--- src/iesw_pkg.sv ---
// shared constants and types for the interrupt-enable and square-wave select block
package iesw_pkg;

  // ------------------------------------------------------------
  // register indices (byte address is four times the index)
  // ------------------------------------------------------------
  localparam logic [7:0] IESW_IDX_STATUS = 8'h0f;
  localparam logic [7:0] IESW_IDX_ENABLE = 8'h12;
  localparam logic [7:0] IESW_IDX_WAVE = 8'h13;

  // ------------------------------------------------------------
  // field positions
  // ------------------------------------------------------------
  localparam int IESW_BIT_BATT = 4;
  localparam int IESW_BIT_TIMER = 3;
  localparam int IESW_BIT_ALARM = 2;
  localparam int IESW_BIT_EXT = 1;
  localparam int IESW_BIT_UNUSED = 0;
  localparam int IESW_BIT_WAVE_EN = 7;
  localparam int IESW_SEL_MSB = 4;

  // ------------------------------------------------------------
  // values after reset
  // ------------------------------------------------------------
  localparam logic [7:0] IESW_WAVE_RST = 8'h26;
  localparam logic [4:0] IESW_ENABLE_RST = 5'h00;

  // ------------------------------------------------------------
  // wave select codes
  // ------------------------------------------------------------
  localparam logic [4:0] IESW_SEL_CENTURY = 5'h00;
  localparam logic [4:0] IESW_SEL_32K = 5'h01;
  localparam logic [4:0] IESW_SEL_512 = 5'h06;
  localparam logic [4:0] IESW_SEL_128 = 5'h08;
  localparam logic [4:0] IESW_SEL_LAST_DIV = 5'h14;
  localparam logic [4:0] IESW_SEL_MINUTE = 5'h15;
  localparam logic [4:0] IESW_SEL_16K = 5'h16;
  localparam logic [4:0] IESW_SEL_100HZ = 5'h17;
  localparam logic [4:0] IESW_SEL_HOUR = 5'h18;
  localparam logic [4:0] IESW_SEL_DAY = 5'h19;
  localparam logic [4:0] IESW_SEL_TIMER_IRQ = 5'h1a;
  localparam logic [4:0] IESW_SEL_TIMER_IRQ_N = 5'h1b;
  localparam logic [4:0] IESW_SEL_YEAR = 5'h1c;
  localparam logic [4:0] IESW_SEL_CNT_1HZ = 5'h1d;
  localparam logic [4:0] IESW_SEL_AC_32S = 5'h1e;
  localparam logic [4:0] IESW_SEL_AC_8S = 5'h1f;

  // ------------------------------------------------------------
  // divider counts
  // ------------------------------------------------------------
  localparam int IESW_DIV_W = 21;
  localparam logic [8:0] IESW_RC122_HALF = 9'h10c;

  // ------------------------------------------------------------
  // carriers
  // ------------------------------------------------------------
  typedef struct packed {
    logic battery_low;
    logic timer_zero;
    logic alarm_match;
    logic ext_edge;
  } iesw_evt_t;

  typedef struct packed {
    logic century;
    logic minute;
    logic hz100;
    logic hour;
    logic day;
    logic year;
    logic hz1_counters;
    logic autocal_32s;
    logic autocal_8s;
  } iesw_pulse_t;

endpackage

--- src/iesw_irq_cell.sv ---
// one sticky interrupt flag gated by its enable
`timescale 1ns/100ps
`default_nettype none
module iesw_irq_cell
  import iesw_pkg::*;
(
  input wire logic clock,
  input wire logic sys_rst,
  input wire logic enable,
  input wire logic event_pulse,
  input wire logic clear,
  output logic flag_d,
  output logic flag_q,
  output logic irq
);

  // set wins over a write-one clear in the same cycle
  always_comb begin
    flag_d = (event_pulse & enable) | (flag_q & ~clear);
  end

  always_ff @(posedge clock) begin
    if (sys_rst) begin
      flag_q <= 1'b0;
    end else begin
      flag_q <= flag_d;
    end
  end

  // a cleared enable silences the source even with a stale flag
  assign irq = flag_q & enable;

endmodule
`default_nettype wire

--- src/iesw_top.sv ---
// interrupt enable and square-wave control registers behind an ahb-lite slave
//
// Design decision made here: register access over AHB-Lite.
`timescale 1ns/100ps
`default_nettype none
module iesw_top
  import iesw_pkg::*;
(
  input wire logic clock,
  input wire logic sys_rst,
  input wire logic hsel,
  input wire logic [31:0] haddr,
  input wire logic [1:0] htrans,
  input wire logic hwrite,
  input wire logic [2:0] hsize,
  input wire logic [31:0] hwdata,
  input wire logic hready,
  output logic hreadyout,
  output logic hresp,
  output logic [31:0] hrdata,
  input wire iesw_evt_t evt,
  input wire iesw_pulse_t pulses,
  input wire logic osc_edge,
  input wire logic rc_osc_sel,
  input wire logic clk_pin_static_level,
  input wire logic switch_pin_static_level,
  output logic battery_low_irq,
  output logic timer_irq,
  output logic alarm_irq,
  output logic ext_irq,
  output logic timer_flag,
  output logic irq,
  output logic square_wave_out,
  output logic wave_output_enable,
  output logic clk_pin_out,
  output logic switch_pin_out
);

  // ------------------------------------------------------------
  // bus slave state
  // ------------------------------------------------------------
  logic wr_pend_q, wr_pend_d;
  logic [7:0] wr_idx_q, wr_idx_d;
  logic [31:0] rdata_q, rdata_d;
  logic [4:0] en_q, en_d;
  logic [7:0] wave_q, wave_d;
  logic [4:1] flag_d, flag_q, src_irq, evt_vec, clr_vec;
  logic addr_ok, wr_en, wr_status;
  logic [7:0] addr_idx;

  // only word transfers are issued, so hsize is not decoded
  assign addr_ok = hsel & htrans[1] & hready;
  assign addr_idx = haddr[9:2];
  assign wr_en = wr_pend_q;
  assign wr_status = wr_en & (wr_idx_q == IESW_IDX_STATUS);
  assign evt_vec = {evt.battery_low, evt.timer_zero, evt.alarm_match, evt.ext_edge};
  assign clr_vec = wr_status ? hwdata[4:1] : 4'h0;

  always_comb begin
    wr_pend_d = addr_ok & hwrite;
    wr_idx_d = addr_ok ? addr_idx : wr_idx_q;
    en_d = en_q;
    wave_d = wave_q;
    // bit 0 is stored as written; keeping it zero is up to software
    if (wr_en && (wr_idx_q == IESW_IDX_ENABLE)) begin
      en_d = hwdata[4:0];
    end
    if (wr_en && (wr_idx_q == IESW_IDX_WAVE)) begin
      wave_d = hwdata[7:0];
    end
  end

  // read data is taken from next values so a read right behind a write sees it
  always_comb begin
    rdata_d = rdata_q;
    if (addr_ok && !hwrite) begin
      case (addr_idx)
        IESW_IDX_STATUS: rdata_d = {27'h0000000, flag_d, 1'b0};
        IESW_IDX_ENABLE: rdata_d = {27'h0000000, en_d};
        IESW_IDX_WAVE: rdata_d = {24'h000000, wave_d};
        default: rdata_d = 32'h00000000;
      endcase
    end
  end

  always_ff @(posedge clock) begin
    if (sys_rst) begin
      wr_pend_q <= 1'b0;
      wr_idx_q <= 8'h00;
      rdata_q <= 32'h00000000;
      en_q <= IESW_ENABLE_RST;
      wave_q <= IESW_WAVE_RST;
    end else begin
      wr_pend_q <= wr_pend_d;
      wr_idx_q <= wr_idx_d;
      rdata_q <= rdata_d;
      en_q <= en_d;
      wave_q <= wave_d;
    end
  end

  assign hreadyout = 1'b1;
  assign hresp = 1'b0;
  assign hrdata = rdata_q;

  // ------------------------------------------------------------
  // interrupt sources
  // ------------------------------------------------------------
  genvar gi;
  generate
    for (gi = 1; gi <= 4; gi++) begin : g_src
      iesw_irq_cell u_cell (
        .clock(clock),
        .sys_rst(sys_rst),
        .enable(en_q[gi]),
        .event_pulse(evt_vec[gi]),
        .clear(clr_vec[gi]),
        .flag_d(flag_d[gi]),
        .flag_q(flag_q[gi]),
        .irq(src_irq[gi])
      );
    end
  endgenerate

  assign battery_low_irq = src_irq[IESW_BIT_BATT];
  assign timer_irq = src_irq[IESW_BIT_TIMER];
  assign alarm_irq = src_irq[IESW_BIT_ALARM];
  assign ext_irq = src_irq[IESW_BIT_EXT];
  assign timer_flag = flag_q[IESW_BIT_TIMER];
  assign irq = |src_irq;

  // ------------------------------------------------------------
  // square wave and pins
  // ------------------------------------------------------------
  iesw_wave_gen u_wave (
    .clock(clock),
    .sys_rst(sys_rst),
    .osc_edge(osc_edge),
    .rc_osc_sel(rc_osc_sel),
    .wave_sel(wave_q[IESW_SEL_MSB:0]),
    .pulses(pulses),
    .timer_irq(timer_irq),
    .wave_q(square_wave_out)
  );

  assign wave_output_enable = wave_q[IESW_BIT_WAVE_EN];
  assign clk_pin_out = wave_output_enable ? square_wave_out : clk_pin_static_level;
  assign switch_pin_out = wave_output_enable ? square_wave_out : switch_pin_static_level;
endmodule
`default_nettype wire

--- src/iesw_wave_gen.sv ---
// square wave and test pulse generator driven by the wave select code
`timescale 1ns/100ps
`default_nettype none
module iesw_wave_gen
  import iesw_pkg::*;
#(
  parameter int DIV_W = IESW_DIV_W
) (
  input wire logic clock,
  input wire logic sys_rst,
  input wire logic osc_edge,
  input wire logic rc_osc_sel,
  input wire logic [4:0] wave_sel,
  input wire iesw_pulse_t pulses,
  input wire logic timer_irq,
  output logic wave_q
);

  logic [DIV_W-1:0] div_q, div_d;
  logic [8:0] rc_cnt_q, rc_cnt_d;
  logic rc_wave_q, rc_wave_d;
  logic wave_d;

  // osc_edge comes at twice 32.768 kHz, so div bit n is 32.768 kHz / 2^n
  always_comb begin
    div_d = div_q;
    rc_cnt_d = rc_cnt_q;
    rc_wave_d = rc_wave_q;
    if (osc_edge) begin
      div_d = div_q + {{(DIV_W-1){1'b0}}, 1'b1};
      if (rc_cnt_q == IESW_RC122_HALF - 9'h001) begin
        rc_cnt_d = 9'h000;
        rc_wave_d = ~rc_wave_q;
      end else begin
        rc_cnt_d = rc_cnt_q + 9'h001;
      end
    end
  end

  always_comb begin
    case (wave_sel)
      IESW_SEL_CENTURY: wave_d = pulses.century;
      IESW_SEL_32K: wave_d = div_q[0];
      IESW_SEL_128: wave_d = rc_osc_sel ? rc_wave_q : div_q[8];
      IESW_SEL_MINUTE: wave_d = pulses.minute;
      IESW_SEL_16K: wave_d = div_q[1];
      IESW_SEL_100HZ: wave_d = pulses.hz100;
      IESW_SEL_HOUR: wave_d = pulses.hour;
      IESW_SEL_DAY: wave_d = pulses.day;
      IESW_SEL_TIMER_IRQ: wave_d = timer_irq;
      IESW_SEL_TIMER_IRQ_N: wave_d = ~timer_irq;
      IESW_SEL_YEAR: wave_d = pulses.year;
      IESW_SEL_CNT_1HZ: wave_d = pulses.hz1_counters;
      IESW_SEL_AC_32S: wave_d = pulses.autocal_32s;
      IESW_SEL_AC_8S: wave_d = pulses.autocal_8s;
      default: wave_d = (wave_sel <= IESW_SEL_LAST_DIV) ? div_q[wave_sel] : 1'b0;
    endcase
  end

  always_ff @(posedge clock) begin
    if (sys_rst) begin
      div_q <= '0;
      rc_cnt_q <= 9'h000;
      rc_wave_q <= 1'b0;
      wave_q <= 1'b0;
    end else begin
      div_q <= div_d;
      rc_cnt_q <= rc_cnt_d;
      rc_wave_q <= rc_wave_d;
      wave_q <= wave_d;
    end
  end
endmodule
`default_nettype wire
--- config.mk ---
export PLATFORM = sky130hd
export DESIGN_NAME = iesw_top
export DESIGN_NICKNAME = d
export VERILOG_FILES = /design/src/iesw_pkg.sv /design/src/iesw_irq_cell.sv /design/src/iesw_top.sv /design/src/iesw_wave_gen.sv
export SDC_FILE = /design/constraint.sdc
export NUM_CORES = 1
export LEC_CHECK = 0
export BUFFER_PORTS_ARGS = -buffer_cell sky130_fd_sc_hd__buf_2
export CAP_MARGIN = 20
export CELL_PAD_IN_SITES_DETAIL_PLACEMENT = 1
export CELL_PAD_IN_SITES_GLOBAL_PLACEMENT = 1
export CORE_MARGIN = 2
export CORE_UTILIZATION = 35
export DETAILED_ROUTE_END_ITERATION = 7
export HOLD_SLACK_MARGIN = 0.12
export PLACE_DENSITY_LB_ADDON = 0.1
export SLEW_MARGIN = 5
export SYNTH_ARGS = -nofsm -noshare
export SYNTH_HDL_FRONTEND = slang
export SYNTH_SLANG_ARGS = --single-unit
--- constraint.sdc ---
create_clock -name clock -period 2.1 [get_ports clock]
set_input_delay 0.525 -clock clock [delete_from_list [all_inputs] [get_ports clock]]
set_output_delay 0.525 -clock clock [all_outputs]
set_load 0.01 [all_outputs]
==> reports/summary.txt <==
IO Count - 135
H-tree depth - 3
first-pass GRT wire length - 13800 um
n_diodes - 0
Clock Skews - 9.372 ps
fillers - 1129
achievable clock frequency - 494.3 MHz
crit share post-route - 96.33%
Worst Setup Start Kind - flip-flop
Yosys cell types - 47
worst-path maximum fanout - 4
cts repair resizes - 0
total power - 2.357 mW
drt pass-1 iters - 4
commonest non-fill, non-tap cell in the layout - dfxtp_1
hold endpoint - wr_en$_SDFF_PP0_
setup repair after global routing missed its margin - false
vias in the first global route - 2835
Syn Area/Cell - 8.716 um2
reg2reg path depth - 5
Hold-fix buffers, CTS - 0
DP HPWL - 6329 um
WL final - 8291 um
GRT Util Overall - 17.02%
Root Buffer - clkbuf_8
share of the synthesized area in the top cell type - 39.89%
r2r endpoint - hrdata[4]$_SDFFE_PP0P_
grt ovf - 0
HP Class - input pin to flip-flop
fin. max-slew vios - 0
post-synthesis sequential area ratio - 39.89%
wire per inst - 14.75 um
port bufs - 56
status - finished, final reports clean
largest net degree at the start of global routing - 42
main flop type after synthesis - dfxtp_1
largest cells by area after synthesis - dfxtp_1 40%, nor2_1 6.0%, buf_4 5.9%
Synth Register Bits - 66
final setup violation count - 0
PwrDens - 611.1 nW/um2
final hold violations - 0
Worst-path clk slew - 60 ps
setup slack after layout - 77.09 ps
CTS buffer count - 9
Chip Height - 101.3 um
setup bufs post-CTS - 0
most frequent cells in the layout - 66 x dfxtp_1, 56 x buf_2, 53 x nor2_1
Setup crit end kind - output pin
CP arrival - 1500 ps
Synth Cell Area - 3312 um2
Synthesis Warnings - 0
Critical Path RT - 1570 ps
detailed-route DRC error count - 0
layout cells sized above 1 - 21.95%
ys async rst share - 0%
die area - 10260 um2
initial antenna violation count - 0
VDD IR max - 0.0002472 V
min-delay src - hwrite
Gate Count Post-Synth - 380
post-route minimum period - 2023 ps
Static Leak - 1.647 nW
reg2reg setup slack - 140 ps
routability cong. - 0.7412
Routed Antenna Nets - 0
clk sinks - 66
Final nets - 539
Longest Clk Path Bufs - 2
Placement Setup Slack - -106.4 ps
core footprint - 9196 um2
Post-synth EDFFs - 0
WHS Path Cells - 2
vias per cell - 5.053
clock latency on the worst-skew pair - 340 ps
Max Cap Viol - 0
Initial Util - 36.01%
# rows - 35
CTS tree - built
vias - 2840
die width - 101.3 um
post-synth top area cell - dfxtp_1
area grow syn2layout - 16.47%
critical path class - flip-flop to output pin
initial drt markers - 65
Reg-to-Reg Start - wr_idx_q[5]$_SDFFE_PP0P_
[cell families (layout without fill, tap and decap cells)]
| logic type | Yosys count | in the layout | synth area share, % |
|---|---|---|---|
| buffers and inverters | 48 | 95 | 8.500 |
| flip-flops | 66 | 66 | 39.89 |
| AO/OA/AOI/OAI | 44 | 44 | 7.934 |
| AND/OR/NAND/NOR | 168 | 168 | 26.63 |
| multiplexers | 24 | 24 | 9.180 |
| other | 2 | 26 | 0.2268 |
| XOR/XNOR | 26 | 26 | 6.875 |
| adder cells (fa/ha/maj) | 2 | 2 | 0.7555 |
[registers in the layout, summed over array words and instances (netlist names), 4 cells and up]
signal / flops
g_src.u_cell.flag_q: 4
wave_q: 8
u_wave.div_q: 21
en_q: 5
wr_idx_q: 8
u_wave.rc_cnt_q: 9
hrdata: 8
[where the power goes]
| part | total, mW | switching, mW | internal [mW] |
|---|---|---|---|
| logic | 0.159 | 0.0959 | 0.0632 |
| registers | 1.28 | 0.0168 | 1.27 |
| clock network | 0.916 | 0.459 | 0.456 |
| total | 2.36 | 0.572 | 1.79 |
[per-stage QoR]
step | cell area, um2 | setup TNS [ps] | utilization, % | std cells | hold WS (ps)
finish | 3857 | 0 | 41.95 | 562 | 441.3
detailed placement | 3694 | -380.8 | 40.16 | 546 | 462.6
global placement | 3694 | -321.0 | 40.16 | 546 | 444.9
CTS | 3857 | 0 | 41.95 | 562 | 426.1
global route | 3857 | 0 | 41.95 | 562 | 442.8
floorplan | 3402 | 0 | - | 404 | 433.7
[critical path: stages (launching register included)]
cell and delay, ps:
dfxtp_1 340, and2_1 170, or4_1 500, buf_2 150
[cell usage after synthesis, types with 3 or more instances]
cell and number:
a21oi_1 17, a22oi_1 4, and2_1 4, and3_1 6, and4b_1 3, buf_2 3, buf_4 26, clkbuf_1 13
dfxtp_1 66, inv_1 4, mux2i_1 18, mux4_2 5, nand2_1 39, nand3_1 8, nand4_1 15, nor2_1 53
nor3_1 7, nor4_1 7, o21ai_0 13, or3_1 8, xnor2_1 10, xor2_1 16
[layout make-up]
cell class / count / area (um2) / area share, %
clock buffer: 13 / 148.9 / 3.860
clock inverter: 3 / 15.01 / 0.3892
inverter: 5 / 18.77 / 0.4865
multi-input combinational: 290 / 1799 / 46.64
sequential: 66 / 1321 / 34.25
tap: 111 / 138.9 / 3.600
timing repair buffer: 74 / 415.4 / 10.77
[how the worst max path moves through the flow]
stage | from | depth (start not counted) | slack, ps | to
CTS | en_q[3]$_SDFF_PP0_ | 3 | 50 | irq
detailed placement | haddr[7] | 6 | -110 | hrdata[5]$_SDFFE_PP0P_
floorplan | haddr[7] | 5 | 110 | hrdata[5]$_SDFFE_PP0P_
global placement | haddr[7] | 6 | -100 | hrdata[5]$_SDFFE_PP0P_
finish | en_q[3]$_SDFF_PP0_ | 3 | 80 | irq
global route | wr_idx_q[5]$_SDFFE_PP0P_ | 5 | 10 | hrdata[1]$_SDFFE_PP0P_
[metal layers]
metal	global-route usage (%)	up-vias	share of wire [%]
met5	0	-	0
met4	6.133	0	1.4
met3	3.037	11	3.8
met2	27.46	65	45
met1	22.87	1357	50
li1	-	1407	-
(Power assumes the default switching activity.)
